**src/verilog/relay_port_pkg.sv**
```systemverilog
// constants shared by the relay and isolated input port
package relay_port_pkg;
	localparam int         CHANNELS        = 8;
	localparam int         ID_BITS         = 4;
	localparam int         OFFSET_BITS     = 5;
	localparam int         WINDOW_BYTES    = 32;
	localparam int         IO_ADDR_BITS    = 16;
	localparam logic [4:0] OFS_RELAY       = 5'h00;
	localparam logic [4:0] OFS_INPUTS      = 5'h01;
	localparam logic [4:0] OFS_CARD_ID     = 5'h02;
	localparam logic [4:0] OFS_IRQ_ENABLE  = 5'h03;
	localparam logic [4:0] OFS_IRQ_EDGE    = 5'h04;
	localparam logic [4:0] OFS_IRQ_PENDING = 5'h05;
	localparam logic [7:0] RELAY_RESET     = 8'h00;
	localparam logic [7:0] ENABLE_RESET    = 8'h00;
	localparam logic [7:0] EDGE_RESET      = 8'h00;
	localparam logic [7:0] PENDING_RESET   = 8'h00;
	localparam logic [7:0] UNMAPPED_READ   = 8'h00;
	localparam logic       EDGE_RISING     = 1'b0;
	localparam logic       EDGE_FALLING    = 1'b1;
endpackage : relay_port_pkg

```
**src/verilog/input_edge_if.sv**
```systemverilog
// carrier of synchronised input levels and edge pulses
`timescale 1ns/1ps
`default_nettype none
interface input_edge_if #(parameter int N = 8);
	logic [N-1:0] level;
	logic [N-1:0] rise;
	logic [N-1:0] fall;
	modport producer (output level, output rise, output fall);
	modport consumer (input level, input rise, input fall);
endinterface : input_edge_if
`default_nettype wire

```
**src/verilog/input_edge_sync.sv**
```systemverilog
// two-stage synchroniser and edge detector for the isolated inputs
`timescale 1ns/1ps
`default_nettype none
module input_edge_sync #(
	parameter int N = 8
) (
	input  wire logic         clk,
	input  wire logic         rst,
	input  wire logic [N-1:0] pin_in,
	input_edge_if.producer    ev
);
	logic [N-1:0] meta_ff;
	logic [N-1:0] sync_ff;
	logic [N-1:0] prev_ff;
	logic [N-1:0] nxt_meta;
	logic [N-1:0] nxt_sync;
	logic [N-1:0] nxt_prev;

	// next values of the three stages
	always_comb begin
		nxt_meta = pin_in;
		nxt_sync = meta_ff; // only reader of the first stage
		nxt_prev = sync_ff;
	end

	always_ff @(posedge clk) begin
		if (rst) begin
			meta_ff <= nxt_meta; // stages track the pins while held
			sync_ff <= nxt_sync;
			prev_ff <= nxt_sync; // no false edge pulse right after release
		end else begin
			meta_ff <= nxt_meta;
			sync_ff <= nxt_sync;
			prev_ff <= nxt_prev;
		end
	end

	// one pulse per clean transition, per channel
	for (genvar i = 0; i < N; i++) begin : g_edge
		assign ev.rise[i] = sync_ff[i] & ~prev_ff[i];
		assign ev.fall[i] = ~sync_ff[i] & prev_ff[i];
	end
	assign ev.level = sync_ff;
endmodule : input_edge_sync
`default_nettype wire

```
**src/verilog/relay_out_isolated_in_port.sv**
```systemverilog
// host register block driving relays and watching isolated inputs
//
// Contract
// - decode a 32-byte window in host I/O space, registers by byte offset.
// - write to offset 0 loads the eight relay control bits.
// - read of offset 0 returns present relay output state.
// - reset forces all relay control bits to zero.
// - bit zero selects normally-closed contact, bit one selects normally-open.
// - offset 1 reads synchronised input levels; writes do nothing.
// - offset 2 reads four-bit card identifier in low bits; writes ignored.
// - offset 3 holds read/write per-channel interrupt enables.
// - offset 4 holds edge selects: zero rising, one falling.
// - offset 5 reads the eight pending flags.
// - writing one at offset 5 clears that flag; zero leaves it.
`timescale 1ns/1ps
`default_nettype none
module relay_out_isolated_in_port
	import relay_port_pkg::*;
#(
	parameter logic [15:0] WINDOW_BASE = 16'h0000
) (
	input  wire logic                                 clk,
	input  wire logic                                 rst,
	input  wire logic [relay_port_pkg::IO_ADDR_BITS-1:0] io_addr,
	input  wire logic                                 io_rd,
	input  wire logic                                 io_wr,
	input  wire logic [7:0]                           io_wdata,
	output logic      [7:0]                           io_rdata,
	output logic                                      io_rdata_valid,
	input  wire logic [relay_port_pkg::CHANNELS-1:0]  isolated_input_bits,
	input  wire logic [relay_port_pkg::ID_BITS-1:0]   card_identifier_bits,
	output logic      [relay_port_pkg::CHANNELS-1:0]  relay_drive_bits,
	output logic                                      irq_request
);
	import relay_port_pkg::*;

	// width of the window tag above the byte offset
	localparam int HI = IO_ADDR_BITS - OFFSET_BITS;

	// synchronised levels and edge pulses of the isolated inputs
	input_edge_if #(.N(CHANNELS)) ev ();

	// address decode
	logic [HI-1:0]           addr_tag;
	logic [HI-1:0]           base_tag;
	logic                    hit;
	logic [OFFSET_BITS-1:0]  ofs;
	logic                    rd_hit;
	logic                    wr_hit;

	// register selects and write strobes
	logic                    sel_relay;
	logic                    sel_inputs;
	logic                    sel_card_id;
	logic                    sel_enable;
	logic                    sel_edge;
	logic                    sel_pending;
	logic                    wr_relay;
	logic                    wr_enable;
	logic                    wr_edge;
	logic                    wr_pending;

	// carrier signals under local names
	logic [CHANNELS-1:0]     in_level;
	logic [CHANNELS-1:0]     in_rise;
	logic [CHANNELS-1:0]     in_fall;

	// relay control
	logic [CHANNELS-1:0]     relay_ff;
	logic [CHANNELS-1:0]     nxt_relay;

	// interrupt enable and edge select
	logic [CHANNELS-1:0]     enable_ff;
	logic [CHANNELS-1:0]     nxt_enable;
	logic [CHANNELS-1:0]     edge_sel_ff;
	logic [CHANNELS-1:0]     nxt_edge_sel;

	// per-channel trigger, clear and pending flags
	logic [CHANNELS-1:0]     chosen_edge;
	logic [CHANNELS-1:0]     trig;
	logic [CHANNELS-1:0]     clr;
	logic [CHANNELS-1:0]     pending_ff;
	logic [CHANNELS-1:0]     nxt_pending;

	// request line
	logic                    irq_ff;
	logic                    nxt_irq;

	// card identifier synchroniser
	logic [ID_BITS-1:0]      id_meta_ff;
	logic [ID_BITS-1:0]      nxt_id_meta;
	logic [ID_BITS-1:0]      id_sync_ff;
	logic [ID_BITS-1:0]      nxt_id_sync;

	// read return path
	logic [7:0]              id_word;
	logic [7:0]              rd_word;
	logic [7:0]              rdata_ff;
	logic [7:0]              nxt_rdata;
	logic                    rvalid_ff;
	logic                    nxt_rvalid;

	// input synchroniser and edge detector
	input_edge_sync #(.N(CHANNELS)) u_sync (
		.clk    (clk),
		.rst    (rst),
		.pin_in (isolated_input_bits),
		.ev     (ev.producer)
	);

	// taps on the carrier
	assign in_level = ev.level;
	assign in_rise  = ev.rise;
	assign in_fall  = ev.fall;

	// window decode on the upper address bits
	assign addr_tag = io_addr[IO_ADDR_BITS-1:OFFSET_BITS];
	assign base_tag = WINDOW_BASE[IO_ADDR_BITS-1:OFFSET_BITS];
	assign hit      = (addr_tag == base_tag);
	assign ofs      = io_addr[OFFSET_BITS-1:0];
	assign rd_hit   = io_rd & hit;
	assign wr_hit   = io_wr & hit;

	// one select per mapped offset
	assign sel_relay   = (ofs == OFS_RELAY);
	assign sel_inputs  = (ofs == OFS_INPUTS);
	assign sel_card_id = (ofs == OFS_CARD_ID);
	assign sel_enable  = (ofs == OFS_IRQ_ENABLE);
	assign sel_edge    = (ofs == OFS_IRQ_EDGE);
	assign sel_pending = (ofs == OFS_IRQ_PENDING);

	// write strobes; inputs and identifier take no writes
	assign wr_relay   = wr_hit & sel_relay;
	assign wr_enable  = wr_hit & sel_enable;
	assign wr_edge    = wr_hit & sel_edge;
	assign wr_pending = wr_hit & sel_pending;

	// relay next value: loads on a window write at offset zero
	always_comb begin
		nxt_relay = relay_ff;
		if (wr_relay) begin
			nxt_relay = io_wdata;
		end
	end

	// relay register, cleared by reset so no load switches at start-up
	always_ff @(posedge clk) begin
		if (rst) begin
			relay_ff <= RELAY_RESET;
		end else begin
			relay_ff <= nxt_relay;
		end
	end

	// enable next value: one bit per input channel
	always_comb begin
		nxt_enable = enable_ff;
		if (wr_enable) begin
			nxt_enable = io_wdata;
		end
	end

	// enable register, all channels off after reset
	always_ff @(posedge clk) begin
		if (rst) begin
			enable_ff <= ENABLE_RESET;
		end else begin
			enable_ff <= nxt_enable;
		end
	end

	// edge select next value: zero rising, one falling
	always_comb begin
		nxt_edge_sel = edge_sel_ff;
		if (wr_edge) begin
			nxt_edge_sel = io_wdata;
		end
	end

	// edge select register
	always_ff @(posedge clk) begin
		if (rst) begin
			edge_sel_ff <= EDGE_RESET;
		end else begin
			edge_sel_ff <= nxt_edge_sel;
		end
	end

	// per-channel trigger on the chosen edge, and clear by writing one
	for (genvar i = 0; i < CHANNELS; i++) begin : g_chan
		assign chosen_edge[i] = (edge_sel_ff[i] == EDGE_RISING) ? in_rise[i] : in_fall[i];
		assign trig[i]        = enable_ff[i] & chosen_edge[i];
		assign clr[i]         = wr_pending & io_wdata[i];
	end

	// pending next value: a new trigger wins over a clear in the same cycle
	always_comb begin
		nxt_pending = pending_ff;
		nxt_pending = nxt_pending & ~clr;
		nxt_pending = nxt_pending | trig;
	end

	// flag register; cleared only by reset or a host write of one
	always_ff @(posedge clk) begin
		if (rst) begin
			pending_ff <= PENDING_RESET;
		end else begin
			pending_ff <= nxt_pending;
		end
	end

	// request follows the next flag state, so it matches the flags exactly
	always_comb begin
		nxt_irq = |nxt_pending;
	end

	// request register
	always_ff @(posedge clk) begin
		if (rst) begin
			irq_ff <= 1'b0;
		end else begin
			irq_ff <= nxt_irq;
		end
	end

	// identifier straps through two stages
	always_comb begin
		nxt_id_meta = card_identifier_bits;
		nxt_id_sync = id_meta_ff; // only reader of the first stage
	end

	// identifier synchroniser registers
	always_ff @(posedge clk) begin
		if (rst) begin
			id_meta_ff <= '0;
			id_sync_ff <= '0;
		end else begin
			id_meta_ff <= nxt_id_meta;
			id_sync_ff <= nxt_id_sync;
		end
	end

	// identifier in the low bits, upper bits zero
	assign id_word = {{(8-ID_BITS){1'b0}}, id_sync_ff};

	// read word for the addressed register; unmapped offsets read as zero
	always_comb begin
		rd_word = UNMAPPED_READ;
		if (sel_relay) begin
			rd_word = relay_ff;
		end else if (sel_inputs) begin
			rd_word = in_level;
		end else if (sel_card_id) begin
			rd_word = id_word;
		end else if (sel_enable) begin
			rd_word = enable_ff;
		end else if (sel_edge) begin
			rd_word = edge_sel_ff;
		end else if (sel_pending) begin
			rd_word = pending_ff;
		end
	end

	// read data next value: holds the last read between reads
	always_comb begin
		nxt_rdata = rdata_ff;
		if (rd_hit) begin
			nxt_rdata = rd_word;
		end
	end

	// read data register
	always_ff @(posedge clk) begin
		if (rst) begin
			rdata_ff <= 8'h00;
		end else begin
			rdata_ff <= nxt_rdata;
		end
	end

	// read valid: one cycle after each accepted read
	always_comb begin
		nxt_rvalid = rd_hit;
	end

	// read valid register
	always_ff @(posedge clk) begin
		if (rst) begin
			rvalid_ff <= 1'b0;
		end else begin
			rvalid_ff <= nxt_rvalid;
		end
	end

	// bus outputs straight from flip-flops
	assign io_rdata         = rdata_ff;
	assign io_rdata_valid   = rvalid_ff;

	// relay drive and request line
	assign relay_drive_bits = relay_ff;
	assign irq_request      = irq_ff;
endmodule : relay_out_isolated_in_port
`default_nettype wire

```
**config.mk**
```make
export PLATFORM = sky130hd
export DESIGN_NAME = relay_out_isolated_in_port
export DESIGN_NICKNAME = d
export VERILOG_FILES = /design/src/verilog/relay_port_pkg.sv /design/src/verilog/input_edge_if.sv /design/src/verilog/input_edge_sync.sv /design/src/verilog/relay_out_isolated_in_port.sv
export SDC_FILE = /design/constraint.sdc
export NUM_CORES = 1
export LEC_CHECK = 0
export BUFFER_PORTS_ARGS = -buffer_cell sky130_fd_sc_hd__buf_2
export CORE_MARGIN = 1
export CORE_UTILIZATION = 59
export DETAILED_ROUTE_END_ITERATION = 8
export HOLD_SLACK_MARGIN = 0.05
export PLACE_DENSITY_LB_ADDON = 0.12
export SYNTH_ARGS = -nofsm -noshare
export SYNTH_HDL_FRONTEND = slang
export SYNTH_SLANG_ARGS = --single-unit
```
**constraint.sdc**
```tcl
create_clock -name clk -period 3.9 [get_ports clk]
set_input_delay 0.78 -clock clk [delete_from_list [all_inputs] [get_ports clk]]
set_output_delay 0.78 -clock clk [all_outputs]
set_load 0.005 [all_outputs]
```
==> results of run 1 <==
[per-layer routing]
layer | vias to the layer above | share of wire
li1 | 1295 | -
met1 | 1261 | 0.43
met2 | 122 | 0.48
met3 | 12 | 0.077
met4 | 0 | 0.015
met5 | - | 0
[through the flow]
stage	instance area, µm²	worst slack, ns	hold WS (ns)
3_5_place_dp	3310	1.14	0.336
2_1_floorplan	3020	1.74	0.326
5_1_grt	3510	1.25	0.356
4_1_cts	3510	1.50	0.352
6_report	3510	1.40	0.351
3_3_place_gp	3310	1.16	0.330
[critical path: cells and delay by family]
kind / cells / cell delay (ns)
and+or+nand+nor: 4 / 1.30
AOI/OAI and AO/OA: 2 / 0.28
buffers and inverters: 1 / 0.33
[power by group]
group,internal [W],switching [W]
Sequential,0.000775,0.00000991
Clock,0.000294,0.000279
Combinational,0.0000341,0.0000507
[flip-flops by register name (all words and copies together), names as in the netlist]
name,count
edge_sel_ff,8
enable_ff,8
io_rdata,8
pending_ff,8
relay_drive_bits,8
u_sync.ev.level,8
u_sync.meta_ff,8
u_sync.prev_ff,8
id_meta_ff,4
id_sync_ff,4
io_rdata_valid,1
irq_request,1
[area by class of cell]
class / instances / area share
sequential: 74 / 0.423
multi-input combinational: 242 / 0.408
timing repair buffer: 58 / 0.0835
clock buffer: 9 / 0.0353
tap: 67 / 0.0239
clock inverter: 7 / 0.0200
inverter: 6 / 0.00642
[how the worst max path moves through the flow]
stage                        to  slack, ns
finish              irq_request       1.40
global route        irq_request       1.25
CTS                 irq_request       1.50
detailed placement  irq_request       1.14
global placement    irq_request       1.16
floorplan           irq_request       1.74
[cells by family (layout without fill, tap and decap cells)]
family | Yosys count | in the layout | synth area share
buffers and inverters | 24 | 80 | 0.0364
and+or+nand+nor | 143 | 143 | 0.245
AOI/OAI and AO/OA | 83 | 83 | 0.173
muxes | 16 | 16 | 0.0546
DFF | 74 | 74 | 0.490
[placed cells by master (no fill, tap or decap), drive strengths merged, types with 5 or more instances in the layout]
cell type / instances
a21boi: 5
a21oi: 31
a22oi: 16
buf: 58
clkbuf: 9
clkinv: 5
dfxtp: 74
inv: 6
mux2i: 12
nand2: 56
nand2b: 6
nand3b: 6
nand4: 5
nor2: 30
nor2b: 13
nor3: 5
nor4: 5
o21ai: 11
==> summary.txt, run 1 <==
Routing
  • Routed vias/inst: 5.81
  • Iter 0 DRT Violations: 250
  • DRC viols: 0
  • WL/cell: between 15 and 20 µm
  • DRT antenna net count: 0
  • DR pass1 iterations: 5
  • Routed wire length: 6950 µm
  • Via count of the routed design: 2690

STA
  • Worst slew pin tran: around 0.7 ns
  • Max Slew Vio Count: 0
  • Final Hold Vio Count: 0
  • Final setup viols: 0
  • Post-layout min period: 2.50 ns
  • Rel. slew slack: 0.526
  • Final worst-path cycle share: 0.641
  • Worst clock skew: 0.00983 ns
  • RSZ-0062 raised after global routing: no
  • Setup TNS: 0 ns
  • Max frequency: 400 MHz

Pwr
  • Pwr Density: 411 nW/µm²
  • Worst vdd ir: 0.393 mV
  • Tot Pwr: 0.00144 W
  • P_leak: 1.43 nW

Layout
  • Fill count: 423
  • Final nets: 431
  • Ratio of cells with drive above 1 in the final layout: 0.217
  • Register area: 1480 µm²
  • Diodes inserted: 0
  • Final core utilization: 0.728
  • Area growth from synthesis to layout: 16.0%
  • Final Non-Filler Cells: 463
  • Multi-input logic area: between 1000 and 1500 µm²

Synth
  • Post-synthesis sequential area ratio: 0.490
  • Yosys reg bits: 74
  • Cells after Synth: 340
  • Area leader, netlist: dfxtp_1
  • Number of library cell types mapped by synthesis: 44
  • Asr flop ratio synth: 0
  • EDFF count, synth: 0
  • Synth top area share: 0.490
  • Avg Inst Size Synth: 8.89 µm²
  • Post-synth top flop: dfxtp_1
  • Yosys warnings: 0
  • Syn Nets: between 300 and 400
  • Top-count cell post-synth: dfxtp_1
  • Mapped cell area: a little over 3000 µm²
  • Synth cell count leaders: 74 x dfxtp_1, 56 x nand2_1, 31 x a21oi_1
  • Synth top area cells: dfxtp_1 49%, nand2_1 7.0%, a21oi_1 5.1%

Global routing
  • First-pass GRT wire length: 11100 µm
  • Tot GR Track Use: 0.278
  • GR met1 Demand/Resource: 0.348
  • Vias in the first global route: 2354
  • Gr ovfl total: 0
  • Initial antenna violation count: 0
  • Met2 usage: 0.444
  • Met3 usage: 0.0974
  • Largest net degree at the start of global routing: 37
  • GRT Max-Usage Layer: met2

Clocking
  • Max Buffers Root-to-Sink: 2
  • CTS tree: yes
  • CTS Hold Bufs: 0
  • Clk root buf: clkbuf_8
  • Post-CTS Setup Bufs: 0
  • Clock sinks: 74
  • Clock transition at path regs: ~0.08 ns
  • Worst-Skew Late Latency: 0.35 ns
  • CTS buffer count: 9
  • H-tree Lvls: 3
  • Post_cts resized: 0

Setup path
  • Crit path DAT: 2.70 ns
  • CP Launch Type: input port
  • Beginning of the critical path: io_addr[0]
  • Critical path required time: 4.10 ns
  • Reg2Reg Depth: 6
  • CP endpoint kind: flop
  • Slowest stage cell, crit path: nor3_4
  • Critical path type: input port to flop
  • CP max FO: 21
  • Worst r2r dst: io_rdata[3]
  • Max incr delay on CP: between 0.4 and 0.5 ns
  • Setup slack, reg-to-reg: 2.52 ns
  • Reg2Reg Launch Point: edge_sel_ff[3]
  • Worst path cell trace: buf_2, nand2b_1, nor3_4, and2b_1, a21boi_0, nor4_1, a31oi_1

Floorplanning
  • Number of core rows: 25
  • Die area: 5410 µm²
  • Die width: 73.6 µm
  • Starting Density: 0.628
  • Core area: slightly below 5000 µm²
  • IO Count: 58
  • Die Span Y: 73.6 µm

Min path
  • Worst hold-check path type: flop to flop
  • Hold_sp: u_sync.meta_ff[1]
  • WHS Path Cells: 0
  • WHS Endpoint: u_sync.ev.level[1]

Status
  • Outcome: complete, no violations

Place
  • Placer Congestion: approximately 0.85
  • Detailed Place HPWL: 4910 µm
  • Port buffer count: 57
  • Placed instance count: between 400 and 500

Run
  • Max-cap violations: 0
No activity file was read; power rests on OpenSTA's default activity.
==> run 2, diff against run 1 <==
- CORE_UTILIZATION: 59 -> 54
- clock period: 3.9 -> 2.56 ns (I/O delays scaled with it)
==> summary.txt, run 2 (synthesis results as in run 1) <==
Status
  • Outcome: complete, no violations

Layout
  • Area growth from synthesis to layout: 18.1%
  • Final core utilization: 0.682 (-0.0460)
  • Ratio of cells with drive above 1 in the final layout: 0.229 (+0.0117)
  • Fill count: 442 (+4.5%)
  • Most frequent cells in the layout: 74 x dfxtp_1, 57 x buf_2, 56 x nand2_1
  • Final nets: 438 (+1.6%)
  • Diodes inserted: 0 (unchanged)
  • Commonest non-fill, non-tap cell in the layout: dfxtp_1

Setup path
  • CP Launch Type: input port
  • CP max FO: 10 (-52%)
  • Critical path type: input port to flop
  • Slowest stage cell, crit path: or2_1
  • Critical path required time: 2.77 ns (-1.33 ns)
  • Worst path cell trace: buf_2, or2_1, nor3_4, buf_4, nand3_1, a21oi_1, and4_1, a31oi_1
  • Reg2Reg Depth: 6 (unchanged)
  • CP endpoint kind: flop
  • Crit path DAT: 2.15 ns (-0.55 ns)
  • Max incr delay on CP: 0.39 ns (-0.05 ns)

Clocking
  • Clk root buf: clkbuf_8
  • CTS buffer count: 9 (unchanged)
  • Post_cts resized: 0 (unchanged)
  • Max Buffers Root-to-Sink: 2 (unchanged)
  • H-tree Lvls: 3 (unchanged)
  • Clock transition at path regs: 0.07 ns (about the same)
  • Clock sinks: 74 (unchanged)
  • Post-CTS Setup Bufs: 0 (unchanged)
  • CTS Hold Bufs: 0 (unchanged)
  • Worst-Skew Late Latency: 0.35 ns (about the same)
  • CTS tree: yes

Routing
  • DRC viols: 0 (unchanged)
  • DR pass1 iterations: 5 (unchanged)
  • Routed vias/inst: 5.65 (-2.7%)
  • Via count of the routed design: 2667 (-0.86%)
  • DRT antenna net count: 0 (unchanged)
  • Iter 0 DRT Violations: 177 (-29%)
  • WL/cell: 14.8 µm (-1.4%)
  • Routed wire length: 6980 µm (+0.50%)

Min path
  • WHS Path Cells: 1 (+1)
  • Worst hold-check path type: input port to flop

Floorplanning
  • Die width: 76.8 µm (+4.4%)
  • Die area: 5900 µm² (+9.0%)
  • Starting Density: 0.577 (-0.0504)
  • Number of core rows: 26 (+4.0%)
  • Core area: 5240 µm² (+8.7%)
  • IO Count: 58 (unchanged)
  • Die Span Y: 76.8 µm (+4.4%)

STA
  • Final setup viols: 0 (unchanged)
  • Max frequency: 514 MHz
  • Max Slew Vio Count: 0 (unchanged)
  • Final Hold Vio Count: 0 (unchanged)
  • Hold slack: 0.258 ns (-0.0931 ns)
  • Rel. slew slack: 0.590 (+0.0640)
  • Post-layout min period: 1.94 ns
  • Worst clock skew: 0.00590 ns (-0.00394 ns)
  • Final worst-path cycle share: 0.760
  • RSZ-0062 raised after global routing: no
  • Setup TNS: 0 ns (unchanged)
  • Worst slew pin tran: 0.615 ns (-0.0901 ns)

Global routing
  • Tot GR Track Use: 0.258 (-0.0202)
  • Gr ovfl total: 0 (unchanged)
  • Initial antenna violation count: 0 (unchanged)
  • First-pass GRT wire length: 11700 µm (+5.3%)
  • Vias in the first global route: 2336 (-0.76%)
  • Largest net degree at the start of global routing: 34 (-8.1%)

Pwr
  • Pwr Density: 627 nW/µm² (+52%)
  • P_leak: 1.47 nW (+2.5%)
  • Worst vdd ir: 0.514 mV (+31%)

Place
  • Detailed Place HPWL: 5070 µm (+3.2%)
  • Placer Congestion: 0.899 (+5.5%)
  • Port buffer count: 57 (unchanged)

Run
  • Max-cap violations: 0 (unchanged)
==> run 2: cell count changes in the layout (fill, tap and decap cells not counted) <==
cell	delta
buf_4	+7
clkbuf_8	+2
clkinv_2	-2
clkinv_4	-1
==> run 2: cell type report <==
type	count	area, µm²	share of cell area
tap	70	87.6	0.0245
timing repair buffer	65	345	0.0967
inverter	6	22.5	0.00631
sequential	74	1480	0.415
clock buffer	11	151	0.0424
clock inverter	4	51.3	0.0144
multi-input combinational	242	1430	0.401
==> run 2: worst max-delay path: cells and delay by family <==
family	cells	cell delay (ns)
and+or+nand+nor	4	1.04
AOI/OAI and AO/OA	2	0.30
buffers and inverters	2	0.29
==> run 2: worst paths after layout <==
kind	startpoint	slack [ns]	endpoint
worst max register to register	edge_sel_ff[3]	1.17	io_rdata[3]
worst max-delay path	io_addr[3]	0.62	irq_request
worst min-delay path	isolated_input_bits[7]	0.26	u_sync.meta_ff[7]
worst min register to register	u_sync.meta_ff[5]	0.35	u_sync.ev.level[5]
==> run 2: report_power, final <==
| group | leakage, nW | switching, W | internal, W |
|---|---|---|---|
| sequential | 0.607 | 0.0000147 | 0.00118 |
| combinational | 0.758 | 0.0000786 | 0.0000556 |
| clock | 0.101 | 0.000411 | 0.000497 |
==> run 2: metal layers <==
metal  vias to the layer above  wire [µm]  part of all wire  track usage
met1                      1249       3170              0.45        0.345
met3                        12        466             0.067       0.0714
li1                       1312          -                 -            -
met2                        94       3260              0.47        0.398
met4                         0         92             0.013       0.0904
met5                         -          0                 0            0
==> run 2: metrics by stage <==
step	power (W)	setup WS, ns	area (µm²)	std cells
global route	0.00233	0.506	3570	472
finish	0.00224	0.615	3570	472
detailed placement	0.00135	0.287	3370	457
global placement	0.00135	0.363	3370	457
floorplan	0.00129	0.663	3020	340
CTS	0.00225	0.638	3570	472
==> run 3, diff against run 2 <==
- ABC_AREA: default -> 1
- CORE_UTILIZATION: 54 -> 49
- clock period: 2.56 -> 1.6 ns (I/O delays scaled with it)
==> summary.txt, run 3 <==
Routing
  • DRC viols: 1 (+1)
  • Iter 0 DRT Violations: 219 (+24%)
  • WL/cell: 12.9 µm (-13%)
  • Routed wire length: 6850 µm (-1.9%)
  • DR pass1 iterations: 6 (+1)
  • DRT antenna net count: 0 (unchanged)
  • Via count of the routed design: 2628 (-1.5%)
  • Routed vias/inst: 4.95 (-12%)

Synth
  • Avg Inst Size Synth: 7.83 µm² (-12%)
  • Synth top area cells: dfxtp_1 49%, nand2_1 9.5%, inv_1 6.9%
  • Post-synth top flop: dfxtp_1
  • Top-count cell post-synth: nand2_1
  • Asr flop ratio synth: 0 (unchanged)
  • Post-synthesis sequential area ratio: 0.494 (+0.00388)
  • Yosys reg bits: 74 (unchanged)
  • Cells after Synth: 383 (+13%)
  • Synth cell count leaders: 76 x nand2_1, 74 x dfxtp_1, 55 x inv_1
  • EDFF count, synth: 0 (unchanged)
  • Yosys warnings: 0 (unchanged)
  • Number of library cell types mapped by synthesis: 25 (-43%)
  • Mapped cell area: 3000 µm² (-0.79%)
  • Syn Nets: 423 (+11%)
  • Synth top area share: 0.494 (+0.00388)
  • Area leader, netlist: dfxtp_1

Status
  • Failing checks: DRC
  • Outcome: finished, violations left

Layout
  • Fill count: 583 (+32%)
  • Diodes inserted: 0 (unchanged)
  • Ratio of cells with drive above 1 in the final layout: 0.248 (+0.0190)
  • Most frequent cells in the layout: 76 x nand2_1, 74 x dfxtp_1, 57 x buf_2
  • Final nets: 491 (+12%)
  • Area growth from synthesis to layout: 19.5%
  • Commonest non-fill, non-tap cell in the layout: nand2_1
  • Final core utilization: 0.605 (-0.0766)

Clocking
  • CTS Hold Bufs: 0 (unchanged)
  • H-tree Lvls: 3 (unchanged)
  • Max Buffers Root-to-Sink: 2 (unchanged)
  • Post-CTS Setup Bufs: 0 (unchanged)
  • CTS buffer count: 9 (unchanged)
  • Clock sinks: 74 (unchanged)
  • Worst-Skew Late Latency: 0.34 ns (about the same)
  • Clock transition at path regs: 0.07 ns (about the same)
  • Post_cts resized: 0 (unchanged)
  • Clk root buf: clkbuf_8
  • CTS tree: yes

Floorplanning
  • Die width: 80.2 µm (+4.4%)
  • Number of core rows: 28 (+7.7%)
  • Die Span Y: 80.2 µm (+4.4%)
  • IO Count: 58 (unchanged)
  • Starting Density: 0.507 (-0.0706)
  • Core area: 5920 µm² (+13%)
  • Die area: 6440 µm² (+9.1%)

Setup path
  • Setup slack, reg-to-reg: 0.46 ns (-0.71 ns)
  • CP Launch Type: input port
  • Slowest stage cell, crit path: nor2_4
  • Worst r2r dst: irq_request
  • Critical path required time: 1.83 ns (-0.94 ns)
  • CP max FO: 8 (-2)
  • Max incr delay on CP: 0.21 ns (-0.18 ns)
  • CP endpoint kind: flop
  • Crit path DAT: 1.56 ns (-0.59 ns)
  • Reg2Reg Depth: 10 (+4)
  • CP most frequent cell: nand2_1
  • Critical path type: input port to flop
  • Reg2Reg Launch Point: u_sync.ev.level[4]
  • Worst path cell trace: buf_2, nor2_1, nand2_1, nor2_2, nand3_2, nor2_4, nand2_1, nand2_1, nand2_1, nor2_1, nand2_1, nor2_1, nor2_1
  • Crit path to: irq_request
  • Beginning of the critical path: io_addr[14]

Global routing
  • Gr ovfl total: 0 (unchanged)
  • Tot GR Track Use: 0.235 (-0.0229)
  • First-pass GRT wire length: 11100 µm (-5.4%)
  • Largest net degree at the start of global routing: 57 (+68%)
  • Initial antenna violation count: 0 (unchanged)
  • Vias in the first global route: 2425 (+3.8%)

Pwr
  • Worst vdd ir: 0.628 mV (+22%)
  • Tot Pwr: 0.00334 W (+49%)
  • P_leak: 1.53 nW (+4.1%)
  • Pwr Density: 933 nW/µm² (+49%)

Run
  • Max-cap violations: 0 (unchanged)

Min path
  • Worst hold-check path type: input port to flop

STA
  • Max Slew Vio Count: 0 (unchanged)
  • Worst clock skew: 0.00376 ns (-0.00213 ns)
  • Post-layout min period: 1.32 ns
  • Max frequency: around 760 MHz
  • Final Hold Vio Count: 0 (unchanged)
  • Rel. slew slack: 0.757 (+0.167)
  • Final worst-path cycle share: 0.828
  • Setup TNS: 0 ns (unchanged)
  • Worst slew pin tran: 0.364 ns (-0.251 ns)
  • Final setup viols: 0 (unchanged)
  • RSZ-0062 raised after global routing: no

Place
  • Placer Congestion: 0.792 (-12%)
  • Detailed Place HPWL: 4720 µm (-6.8%)
  • Port buffer count: 57 (unchanged)
## run 3: changes by cell type in the layout (fill, tap and decap cells not counted), moves of 6 or more
cell      previous run  this run
nand3b_1             6         0
nor2b_1             13         0
a211oi_2             0        13
mux2i_1             12         0
a22oi_1             16         0
inv_1                6        55
nor2_1              30        53
nand2_1             56        76
nand2b_1             6         0
## run 3: cells by family after synthesis
logic type	Yosys count	share of synthesized area
flops	74	0.494
buf+inv	71	0.0930
simple gates	158	0.234
compound gates	80	0.179
## run 3: worst min-delay path by stage
stage               slack, ns  depth (start not counted)                  to              startpoint
floorplan                0.33                          0  u_sync.ev.level[1]       u_sync.meta_ff[1]
global placement         0.33                          0  u_sync.ev.level[6]       u_sync.meta_ff[6]
detailed placement       0.34                          0  u_sync.ev.level[5]       u_sync.meta_ff[5]
CTS                      0.05                          1   u_sync.meta_ff[3]  isolated_input_bits[3]
global route             0.05                          1   u_sync.meta_ff[5]  isolated_input_bits[5]
finish                   0.07                          1   u_sync.meta_ff[4]  isolated_input_bits[4]
## run 3: per-stage QoR
step | instances | worst slack [ns] | area [µm²] | hold slack (ns)
floorplan | 383 | 0.175 | 3000 | 0.331
global placement | 515 | -0.0804 | 3420 | 0.334
detailed placement | 515 | -0.0851 | 3420 | 0.336
CTS | 531 | 0.282 | 3580 | 0.0539
global route | 531 | 0.0342 | 3580 | 0.0531
finish | 531 | 0.276 | 3580 | 0.0720
## run 3: cell type report
cell class	count	area, µm²	share of cell area
Timing Repair Buffer	68	380	0.106
Clock buffer	13	149	0.0416
Clock inverter	3	15.0	0.00419
Sequential cell	74	1480	0.413
Inverter	60	225	0.0628
Tap cell	75	93.8	0.0262
Multi-Input combinational cell	238	1240	0.346
## run 3: metal layers
metal | vias to the layer above | wire length [µm] | part of all wire | global-route usage
li1 | 1361 | - | - | -
met1 | 1171 | 3090 | 0.45 | 0.291
met2 | 86 | 3130 | 0.46 | 0.371
met3 | 10 | 485 | 0.071 | 0.0648
met4 | 0 | 139 | 0.020 | 0.125
met5 | - | 0 | 0 | 0
## run 3: where the power goes
group | switching, W | leakage (nW) | internal, W
combinational | 0.000106 | 0.832 | 0.0000701
sequential | 0.0000201 | 0.607 | 0.00189
clock | 0.000659 | 0.0872 | 0.000600
total | 0.000785 | 1.53 | 0.00256
## run 3: critical path: cells and delay by family
family                 cells  cell delay, ns
buffers and inverters      1            0.10
AND/OR/NAND/NOR           12            1.13
